**src/hw/dcg_map.svh**
```systemverilog
// Purpose: Addresses, field positions, reset values and gain constants of the channel gain registers.
// Assumes: Byte-wide register space addressed by an 8-bit control port address.
// Notes:   Definitions only; included by the package and by the design modules.
`ifndef DCG_MAP_SVH
`define DCG_MAP_SVH

// Register addresses.
`define DCG_VOLUME_ADDR        8'h6e
`define DCG_TRIM_ADDR          8'h6f

// Reset values.
`define DCG_VOLUME_RESET       8'hc9
`define DCG_TRIM_RESET         8'h80
`define DCG_FULL_SCALE_RESET   1'b0
`define DCG_CM_TOL_RESET       1'b0

// Field layout of the fine-trim register.
`define DCG_TRIM_CODE_MSB      7
`define DCG_TRIM_CODE_LSB      4
`define DCG_TRIM_RSVD_MSB      3
`define DCG_TRIM_RSVD_LSB      0
`define DCG_TRIM_RSVD_VALUE    4'h0

// Gain law: volume in 0.5 dB steps, trim in 0.1 dB steps.
`define DCG_VOLUME_MUTE_CODE   8'h00
`define DCG_VOLUME_UNITY_CODE  10'sd201
`define DCG_TRIM_UNITY_CODE    6'sd8
`define DCG_TENTHS_PER_STEP    12'sd5

// Value read back from an address this block does not own.
`define DCG_UNMAPPED_READ      8'h00

`endif

```
**src/hw/dcg_pkg.sv**
```systemverilog
// Purpose: Types and shared gain arithmetic for the channel gain registers.
// Assumes: Constants come from dcg_map.svh.
// Notes:   Gains are signed counts of tenths (or halves) of a decibel.
`include "dcg_map.svh"

package dcg_pkg;

	typedef logic [7:0]         dcg_byte_t;
	typedef logic [3:0]         dcg_trim_t;
	typedef logic signed [9:0]  dcg_half_db_t;
	typedef logic signed [5:0]  dcg_fine_t;
	typedef logic signed [11:0] dcg_tenth_db_t;

	// Volume code to steps of 0.5 dB relative to unity.
	function automatic dcg_half_db_t dcg_volume_half_db(input dcg_byte_t code);
		dcg_half_db_t widened;
		widened = dcg_half_db_t'({2'b00, code});
		return dcg_half_db_t'(widened - `DCG_VOLUME_UNITY_CODE);
	endfunction

	// Trim code to steps of 0.1 dB relative to unity.
	function automatic dcg_fine_t dcg_trim_tenth_db(input dcg_trim_t code);
		dcg_fine_t widened;
		widened = dcg_fine_t'({2'b00, code});
		return dcg_fine_t'(widened - `DCG_TRIM_UNITY_CODE);
	endfunction

endpackage

```
**src/hw/dcg_gain_calc.sv**
```systemverilog
// Purpose: Turns the volume and trim codes into a mute flag and signed gains.
// Assumes: Codes are stable register outputs; the result is purely combinational.
// Notes:   The caller registers the results before they leave the block.
`timescale 1ns/1ps
`include "dcg_map.svh"

module dcg_gain_calc (
	// Codes held by the register bank
	input  wire dcg_pkg::dcg_byte_t      volume_code,
	input  wire dcg_pkg::dcg_trim_t      trim_code,
	// Decoded gain
	output logic                         mute,
	output dcg_pkg::dcg_half_db_t        coarse_half_db,
	output dcg_pkg::dcg_fine_t           fine_tenth_db,
	output dcg_pkg::dcg_tenth_db_t       total_tenth_db
);
	import dcg_pkg::*;

	dcg_tenth_db_t coarse_tenth;
	dcg_tenth_db_t fine_ext;

	always_comb begin
		// Code zero is a hard mute rather than a very large attenuation.
		mute           = (volume_code == `DCG_VOLUME_MUTE_CODE);
		// Code 1 is -200 half steps (-100 dB), 2 is -99.5 dB, 201 is 0 dB, 255 is +27 dB.
		coarse_half_db = dcg_volume_half_db(volume_code);
		// Code 0 is -0.8 dB, 8 is 0 dB, 15 is +0.7 dB.
		fine_tenth_db  = dcg_trim_tenth_db(trim_code);
		coarse_tenth   = dcg_tenth_db_t'(dcg_tenth_db_t'(coarse_half_db) * `DCG_TENTHS_PER_STEP);
		fine_ext       = dcg_tenth_db_t'(fine_tenth_db);
		total_tenth_db = dcg_tenth_db_t'(coarse_tenth + fine_ext);
	end

endmodule

```
**src/hw/dcg_regs.sv**
```systemverilog
// Purpose: Volume and fine-trim registers of one playback channel, with decoded gain and a muted sample path.
// Assumes: Single control port, synchronous inputs, one write or read per cycle each.
// Notes:   Analog selects are plain pins captured into flops; they have no address in this bank.
//
// Notes on behaviour
// An eight-bit volume code is held; code zero mutes digital playback completely.
// Volume code one is -100 dB, code two is -99.5 dB, half-dB steps.
// Volume code 201 is unity gain, code 202 is +0.5 dB.
// Volume code 254 is +26.5 dB and code 255 is +27 dB.
// Volume register resets to 11001001b, unity gain.
// Upper trim nibble gives 0.1 dB steps; code zero -0.8 dB, eight 0 dB.
// Trim code fifteen is +0.7 dB; trim resets to 1000b.
// Software writes zeros to low four trim bits; they read as zero.
// Full-scale bit picks 2 or 4 Vrms; 4 Vrms needs 2.75 V reference.
// Coupling bit clear gives limited common-mode tolerance; set gives rail-to-rail.
// Volume sits at 0x6E, trim at 0x6F resetting to 0x80.
// Intermediate codes map linearly: volume half dB, trim tenth dB, from unity.
`timescale 1ns/1ps
`include "dcg_map.svh"

module dcg_regs #(
	parameter int SAMPLE_W = 24
) (
	// Clock and reset
	input  wire logic                    ref_clk,
	input  wire logic                    reset,
	// Control port
	input  wire logic [7:0]              reg_addr,
	input  wire logic                    reg_wr_en,
	input  wire dcg_pkg::dcg_byte_t      reg_wr_data,
	input  wire logic                    reg_rd_en,
	output dcg_pkg::dcg_byte_t           reg_rd_data,
	output logic                         reg_rd_valid,
	// Channel-wide analog selects
	input  wire logic                    full_scale_select_in,
	input  wire logic                    common_mode_tolerance_select_in,
	output logic                         full_scale_select,
	output logic                         common_mode_tolerance_select,
	// Held codes and decoded gain
	output logic                         channel_mute,
	output dcg_pkg::dcg_byte_t           channel_volume_code,
	output dcg_pkg::dcg_trim_t           channel_fine_trim_code,
	output dcg_pkg::dcg_half_db_t        coarse_gain_half_db,
	output dcg_pkg::dcg_fine_t           fine_gain_tenth_db,
	output dcg_pkg::dcg_tenth_db_t       total_gain_tenth_db,
	// Playback samples
	input  wire logic [SAMPLE_W-1:0]     sample_in,
	input  wire logic                    sample_in_valid,
	output logic [SAMPLE_W-1:0]          sample_out,
	output logic                         sample_out_valid
);
	import dcg_pkg::*;

	////////////////////////////////////////////////////////////////////////////////
	// Register storage

	dcg_byte_t     volume_ff;
	dcg_trim_t     trim_ff;
	dcg_byte_t     rd_data_ff;
	logic          rd_valid_ff;
	logic          fs_sel_ff;
	logic          cm_tol_sel_ff;
	logic          mute_ff;
	dcg_half_db_t  coarse_ff;
	dcg_fine_t     fine_ff;
	dcg_tenth_db_t total_ff;
	logic [SAMPLE_W-1:0] sample_ff;
	logic          sample_valid_ff;

	logic          hit_volume;
	logic          hit_trim;
	dcg_byte_t     nxt_rd_data;
	logic          nxt_mute;
	dcg_half_db_t  nxt_coarse;
	dcg_fine_t     nxt_fine;
	dcg_tenth_db_t nxt_total;

	always_comb begin
		hit_volume = (reg_addr == `DCG_VOLUME_ADDR);
		hit_trim   = (reg_addr == `DCG_TRIM_ADDR);
	end

	always_ff @(posedge ref_clk) begin
		if (reset) begin
			volume_ff <= `DCG_VOLUME_RESET;
		end else if (reg_wr_en && hit_volume) begin
			volume_ff <= reg_wr_data;
		end
	end

	// Only the trim nibble is stored; the reserved nibble has no flops, so a stray write cannot stick.
	always_ff @(posedge ref_clk) begin
		if (reset) begin
			trim_ff <= dcg_trim_t'(`DCG_TRIM_RESET >> `DCG_TRIM_CODE_LSB);
		end else if (reg_wr_en && hit_trim) begin
			trim_ff <= reg_wr_data[`DCG_TRIM_CODE_MSB:`DCG_TRIM_CODE_LSB];
		end
	end

	////////////////////////////////////////////////////////////////////////////////
	// Read path

	// A read in the same cycle as a write to the same address returns the old value.
	always_comb begin
		unique case (1'b1)
			hit_volume: nxt_rd_data = volume_ff;
			hit_trim:   nxt_rd_data = {trim_ff, `DCG_TRIM_RSVD_VALUE};
			default:    nxt_rd_data = `DCG_UNMAPPED_READ;
		endcase
	end

	always_ff @(posedge ref_clk) begin
		if (reset) begin
			rd_data_ff  <= `DCG_UNMAPPED_READ;
			rd_valid_ff <= 1'b0;
		end else begin
			rd_valid_ff <= reg_rd_en;
			if (reg_rd_en) begin
				rd_data_ff <= nxt_rd_data;
			end
		end
	end

	////////////////////////////////////////////////////////////////////////////////
	// Analog selects

	// These only steer analog trims; legality of the 4 Vrms range is left to software.
	always_ff @(posedge ref_clk) begin
		if (reset) begin
			fs_sel_ff     <= `DCG_FULL_SCALE_RESET;
			cm_tol_sel_ff <= `DCG_CM_TOL_RESET;
		end else begin
			fs_sel_ff     <= full_scale_select_in;
			cm_tol_sel_ff <= common_mode_tolerance_select_in;
		end
	end

	////////////////////////////////////////////////////////////////////////////////
	// Gain decode

	dcg_gain_calc u_gain_calc (
		.volume_code    (volume_ff),
		.trim_code      (trim_ff),
		.mute           (nxt_mute),
		.coarse_half_db (nxt_coarse),
		.fine_tenth_db  (nxt_fine),
		.total_tenth_db (nxt_total)
	);

	// Reset values match the decode of the reset codes: unity gain, not muted.
	always_ff @(posedge ref_clk) begin
		if (reset) begin
			mute_ff   <= 1'b0;
			coarse_ff <= '0;
			fine_ff   <= '0;
			total_ff  <= '0;
		end else begin
			mute_ff   <= nxt_mute;
			coarse_ff <= nxt_coarse;
			fine_ff   <= nxt_fine;
			total_ff  <= nxt_total;
		end
	end

	////////////////////////////////////////////////////////////////////////////////
	// Sample path

	// Mute forces true zero, so no residue of the input leaks at code zero.
	always_ff @(posedge ref_clk) begin
		if (reset) begin
			sample_ff       <= '0;
			sample_valid_ff <= 1'b0;
		end else begin
			sample_valid_ff <= sample_in_valid;
			if (sample_in_valid) begin
				sample_ff <= mute_ff ? '0 : sample_in;
			end
		end
	end

	////////////////////////////////////////////////////////////////////////////////
	// Outputs

	always_comb begin
		reg_rd_data                  = rd_data_ff;
		reg_rd_valid                 = rd_valid_ff;
		full_scale_select            = fs_sel_ff;
		common_mode_tolerance_select = cm_tol_sel_ff;
		channel_mute                 = mute_ff;
		channel_volume_code          = volume_ff;
		channel_fine_trim_code       = trim_ff;
		coarse_gain_half_db          = coarse_ff;
		fine_gain_tenth_db           = fine_ff;
		total_gain_tenth_db          = total_ff;
		sample_out                   = sample_ff;
		sample_out_valid             = sample_valid_ff;
	end

endmodule

```
**config.mk**
```make
export PLATFORM = sky130hd
export DESIGN_NAME = dcg_regs
export DESIGN_NICKNAME = d
export VERILOG_FILES = /design/src/hw/dcg_pkg.sv /design/src/hw/dcg_gain_calc.sv /design/src/hw/dcg_regs.sv
export VERILOG_INCLUDE_DIRS = /design/src /design/src/hw
export SDC_FILE = /design/constraint.sdc
export NUM_CORES = 1
export LEC_CHECK = 0
export ABC_CLOCK_PERIOD_IN_PS = 4100
export BUFFER_PORTS_ARGS = -buffer_cell sky130_fd_sc_hd__buf_2
export CORE_MARGIN = 2
export CORE_UTILIZATION = 45
export CTS_BUF_LIST = sky130_fd_sc_hd__clkbuf_4
export DETAILED_ROUTE_END_ITERATION = 16
export PLACE_DENSITY = 0.73
export SYNTH_ARGS = -nofsm -noshare
export SYNTH_HDL_FRONTEND = slang
export SYNTH_SLANG_ARGS = --single-unit
```
**constraint.sdc**
```tcl
create_clock -name ref_clk -period 4.1 [get_ports ref_clk]
set_input_delay 0.205 -clock ref_clk [delete_from_list [all_inputs] [get_ports ref_clk]]
set_output_delay 0.205 -clock ref_clk [all_outputs]
set_load 0.02 [all_outputs]
```
## Yosys cells after proc, flatten, opt, wreduce, memory -nomap -nowiden

Cells that the tools add are included.

| operators by class | value |
|---|---|
| add/sub/neg operators | 3 |
| multiply operators | 1 |
| eq/ne operators | 2 |
| mux-type cells | 2 |
| reductions and logical operators | 3 |

Operator list:

| cell | count |
|---|---|
| 24-bit two-way mux | 1 |
| 8-bit by 7-bit == test with 1-bit output, second input constant | 2 |
| 8-bit one-hot mux with 2 select lines | 1 |
| 12-bit by 5-bit adder with 12-bit output | 1 |
| 9-bit by 4-bit multiplier with 12-bit output, second input constant | 1 |
| 8-bit by 8-bit subtractor with 9-bit output, second input constant | 1 |
| 8-bit zero test | 1 |
| 4-bit by 4-bit subtractor with 5-bit output, second input constant | 1 |
| 1-bit logical AND | 2 |

| word-level totals | value |
|---|---|
| bits in registers | 75 |
| input bits | 47 |
| output and inout bits | 77 |
| word-level logic and storage cells | 23 |

## Longest topological paths before layout

| depth | value |
|---|---|
| depth in word-level cells | 3 |
| mapped depth | 15 |
| gate-level depth less buffers | 15 |

## By module

Synthesis repeated with hierarchy kept, for this count alone.

| unflattened totals | value |
|---|---|
| cell total of the unflattened synthesis | 404 |
| area total of the unflattened synthesis | 3880.0 µm² |

By module, submodules not included:

| module | instances | cells each | area an instance (µm²) | seq. area each (µm²) |
|---|---|---|---|---|
| dcg_regs | 1 | 270 | 2800.2 | 1541.5 |
| dcg_gain_calc | 1 | 134 | 1079.8 | 0.0 |

## Worst setup path after synthesis

Ideal clock, no wire load.

| path | value |
|---|---|
| path kind | register to register |
| start | reg volume_ff[0] (netlist: channel_volume_code[0]) |
| end | reg total_ff[11] (netlist: total_gain_tenth_db[11]) |
| setup time | 0.115 ns |
| arrival time | 3.451 ns |
| data required time | 3.985 ns |
| setup slack | 0.534 ns |
| stages on the path, launching flop included | 16 |
| path buffers | 0 |
| clock period less this slack | 3.566 ns |
| path through | dfxtp_1 inv_1 ha_1 nor2b_1 o21ai_1 xor2_1 ha_1 inv_1 fa_1 inv_1 ha_1 o21a_1 and4_1 a221oi_2 xnor2_1 and2_1 |

| on the way | value |
|---|---|
| word-level cells in the longest chain between the ends | 3 |

RTL lines:

| what | line | RTL |
|---|---|---|
| start: declaration | dcg_regs.sv:57 | `dcg_byte_t volume_ff;` |
| start signal: assignment | dcg_regs.sv:85 | `` volume_ff <= `DCG_VOLUME_RESET; `` |
| start signal: assignment | dcg_regs.sv:87 | `volume_ff <= reg_wr_data;` |
| 8-bit by 8-bit subtractor with 9-bit output (no source line) | -- |  |
| via nxt_coarse[0] | dcg_regs.sv:74 | `dcg_half_db_t nxt_coarse;` |
| 9-bit by 4-bit multiplier with 12-bit output (no source line) | -- |  |
| 12-bit by 5-bit adder with 12-bit output | dcg_gain_calc.sv:31 | `total_tenth_db = dcg_tenth_db_t'(coarse_tenth + fine_ext);` |
| end signal: assignment | dcg_regs.sv:161 | `total_ff <= nxt_total;` |
| end: declaration | dcg_regs.sv:66 | `dcg_tenth_db_t total_ff;` |

The timed path passes the listed nets, and every way through them passes these cells.
A chain may end at the register's enable or synchronous reset.

## Worst setup path after layout

Same ends and word-level chain as after synthesis.

==> key figures <==
Synthesis
  • Complex-gate fraction of the synthesized area: 0.1126
  • Fraction of the mapped netlist area in adder cells: 0.1276
  • Share of synthesized flip-flops with an asynchronous set or reset: 0
  • Yosys warnings: 0
  • Syn Inst Count: about 380
  • Synthesized cell area: roughly 3500 um^2
  • Sequential share of the synthesized area: 0.4220
  • Number of enable flip-flop cells after synthesis: 0
  • Predominant post-synthesis flop cell: sky130_fd_sc_hd__dfxtp_1
  • Mean Syn Cell Area: between 9 and 10 um^2
  • Fraction of synthesized cell area in xor and xnor cells: 0.03493
  • Synth Net Count: 460
  • Flip-flop and latch count after synthesis: 74
  • Dominant combinational cell family by area after synthesis: simple AND/OR/NAND/NOR gates
  • Proportion of synthesized area in mux cells: 0.03849
  • Yosys cell types: 43
  • Simple-gate share of the synthesized area: 0.2024

Setup path
  • Ordered list of cells on the worst path: inv_1, ha_1, nor2b_1, o21ai_1, xor2_1, ha_1, inv_1, fa_1, inv_1, ha_1, o21a_1, and4_1, a221oi_2, xnor2_1, and2_1
  • Category of the worst setup path capture point: register
  • CP Max Fanout: 6
  • Data arrival time of the critical path: 4.08 ns
  • Type of the worst setup path: register to register
  • Critical path data required time: 4.42 ns
  • CP Launch Type: register
  • Slowest cell on crit path: sky130_fd_sc_hd__fa_1
  • Worst stage delay on the critical path: 0.51 ns

Finish
  • Fraction of final layout cells sized beyond drive strength 1: 0.3004
  • Non-filler cells, final: 608
  • Final design area excluding fillers: about 4400 um^2
  • Net total in the final layout: 580
  • Antenna diodes: 0
  • Post-synthesis to final-layout area growth: 24.41%

Placement
  • Area post-placement: 4164 um^2
  • Post-Place Cells: 588
  • Half-perimeter wire length after detailed placement: 6129 um
  • Global placement routability congestion: 0.7660
  • Worst setup timing slack at the placement stage: between 0.4 and 0.5 ns
  • Port Buf Inserts: 123

Power and ir drop
  • Switching power as a share of total power: 0.2377
  • Max rail drop VDD: 169.2 uV
  • Sequential group share of total power: 0.546
  • Proportion of power drawn by the clock network: 0.367
  • Switching power of the nets: about 0.32 mW
  • Combinational group share of total power: 0.087
  • Internal power: 1.035 mW
  • Power per Cell Area: 310.8 nW/um^2
  • Leakage component of the power: 2.301 nW

Timing
  • Final setup slack of the worst path: approximately 0.35 ns
  • Fmax achieved: 0.2664 GHz
  • RSZ-0062 raised after global routing: false
  • Worst-margin pin slew: between 0.6 and 0.7 ns
  • Count of endpoints failing setup in the final report: 0
  • Number of hold-slack violations in the final timing report: 0
  • Post-route clock skew: 0.01351 ns
  • Period Utilization, post-route: 0.9156
  • Worst rel slew slack: 0.5702
  • Final max-slew violation count: 0
  • Tmin final: 3.754 ns
  • Post-route setup TNS: 0 ns

Floorplanning
  • Y dimension of the die: 92.33 um
  • Site row count: 32
  • Initial core utilization: 0.4591
  • Die Wd: 92.33 um
  • Area of the die: 8525 um^2
  • Core box area: 7647 um^2
  • I/O pin count: 124

Global route
  • Initial antenna violation count: 0
  • Largest net degree at the start of global routing: 63
  • Wire length of the first global-routing pass: 12920 um
  • Number of global-route vias before repair: 2762
  • Gr ovfl total: 0
  • GRT Overall Usage: 0.1909

Clocking
  • H-tree lvl count: 3
  • Buffer levels on the longest clock path: 2
  • Clock transition time at the flip-flop clock pins of the worst setup and hold paths: 0.12 ns
  • Insertion delay to the later sink of the worst-skew pair: 0.41 ns
  • Clock tree from TritonCTS: done
  • Number of buffers inserted during clock tree synthesis: 9
  • TritonCTS sink count: 74
  • Root Driver: sky130_fd_sc_hd__clkbuf_4
  • Number of buffers added for setup after CTS: 0

Outcome
  • Result of the run: finished, final reports clean

Run
  • # Max-Cap Violations: 0

Drt
  • Initial drt markers: 83
  • Average wire per standard cell: 13.52 um
  • Total wire length: 8219 um
  • DR pass1 iterations: 6
  • Overall via count from detail_route: 2960
  • Vias per cell: 4.868
  • Final antenna-violating net count: 0
  • Remaining DRCs: 0

Min path
  • Path category of the worst min-delay check: primary input to register
## cells in the mapped netlist (all sizes together) (8+ instances only)
cell type | n | area share
buf | 9 | 0.017
mux2i | 9 | 0.026
dfxtp | 74 | 0.42
inv | 30 | 0.032
fa | 8 | 0.046
nor2b | 45 | 0.080
xor2 | 9 | 0.022
ha | 23 | 0.082
and2 | 9 | 0.016
nor2 | 56 | 0.062
clkbuf | 12 | 0.013
a21oi | 38 | 0.054
## logic make-up after synthesis
kind of cell,count (synthesis)
and+or+nand+nor,136
DFF,74
AOI/OAI and AO/OA,63
buffers and inverters,51
adders and majority gates,31
xor gates and xnor gates,14
muxes,13
## cell type report
cell class                      count  area [um^2]
Tap cell                          102        127.6
Fill cell                         720         3279
Sequential cell                    74         1481
Inverter                           30        112.6
Clock inverter                      5        78.83
Clock buffer                       10        75.07
Timing Repair Buffer              130        680.7
Multi-Input combinational cell    257         1812
## cells in the final DEF, fill, tap and decap left out, drive strengths merged, types with 4 or more instances in the layout
cell and instances:
inv 31, and3 4, a21oi 38, mux2i 9
dlygate4sd3 5, nor3 5, nor2 56, nand2 7
mux2 4, nor2b 45, xnor2 5, clkbuf 10
fa 8, a21o 5, dfxtp 74, and2 9
xor2 9, o21ai 7, ha 23, buf 125
## sequential cells by signal (all words and copies together), names as in the netlist
signal                        cells
sample_out                       24
sample_out_valid                  1
coarse_gain_half_db               9
total_gain_tenth_db              12
reg_rd_data                       8
reg_rd_valid                      1
channel_volume_code               8
full_scale_select                 1
common_mode_tolerance_select      1
fine_gain_tenth_db                4
channel_mute                      1
channel_fine_trim_code            4
## final timing paths
check / depth (start not counted) / slack, ns / end / from
max reg2reg: 15 / 0.35 / total_gain_tenth_db[11]$_SDFF_PP0_ / channel_volume_code[0]$_SDFFE_PP1P_
max: 15 / 0.35 / total_gain_tenth_db[11]$_SDFF_PP0_ / channel_volume_code[0]$_SDFFE_PP1P_
min: 3 / 0.02 / sample_out[6]$_SDFFE_PP0P_ / sample_in[6]
min reg2reg: 2 / 0.49 / sample_out[22]$_SDFFE_PP0P_ / sample_out[22]$_SDFFE_PP0P_
## power groups by stage
stage                     Clock, mW  Combinational, mW  Sequential, mW
after floorplan                   0             0.0451           0.777
after global placement            0              0.113           0.757
after detailed placement          0              0.114           0.757
after CTS                     0.510              0.117           0.741
after global routing          0.548              0.129           0.743
final                         0.498              0.118           0.741
## timing repair
action,4_1_cts,5_1_grt
hold endpoints to repair,3,2
gates resized for setup,0,0
hold buffers,3,2
## metrics by stage
| stage | util | power [mW] | hold slack, ns |
|---|---|---|---|
| after global routing | 0.5712 | 1.420 | 0.001408 |
| after CTS | 0.5686 | 1.368 | 0.002905 |
| final | 0.5712 | 1.357 | 0.01607 |
| after detailed placement | 0.5445 | 0.8714 | 0.4240 |
| after floorplan | - | 0.8222 | 0.3332 |
| after global placement | 0.5445 | 0.8690 | 0.4131 |
## worst max-delay path: cells and delay by family (launching register included)
kind	cells	cell delay, ns
simple gates	3	0.52
fa+ha+maj	4	1.45
xor+xnor	2	0.28
compound gates	3	0.78
buf+inv	3	0.22
flops	1	0.43
## per-layer routing
metal	vias to the layer above	GRT usage	routed length (um)
li1	1492	-	-
met4	0	0.05348	75
met5	-	0	0
met1	1347	0.2373	3634
met2	113	0.3230	3973
met3	8	0.05533	536
Power figures use the tool's default switching activity.
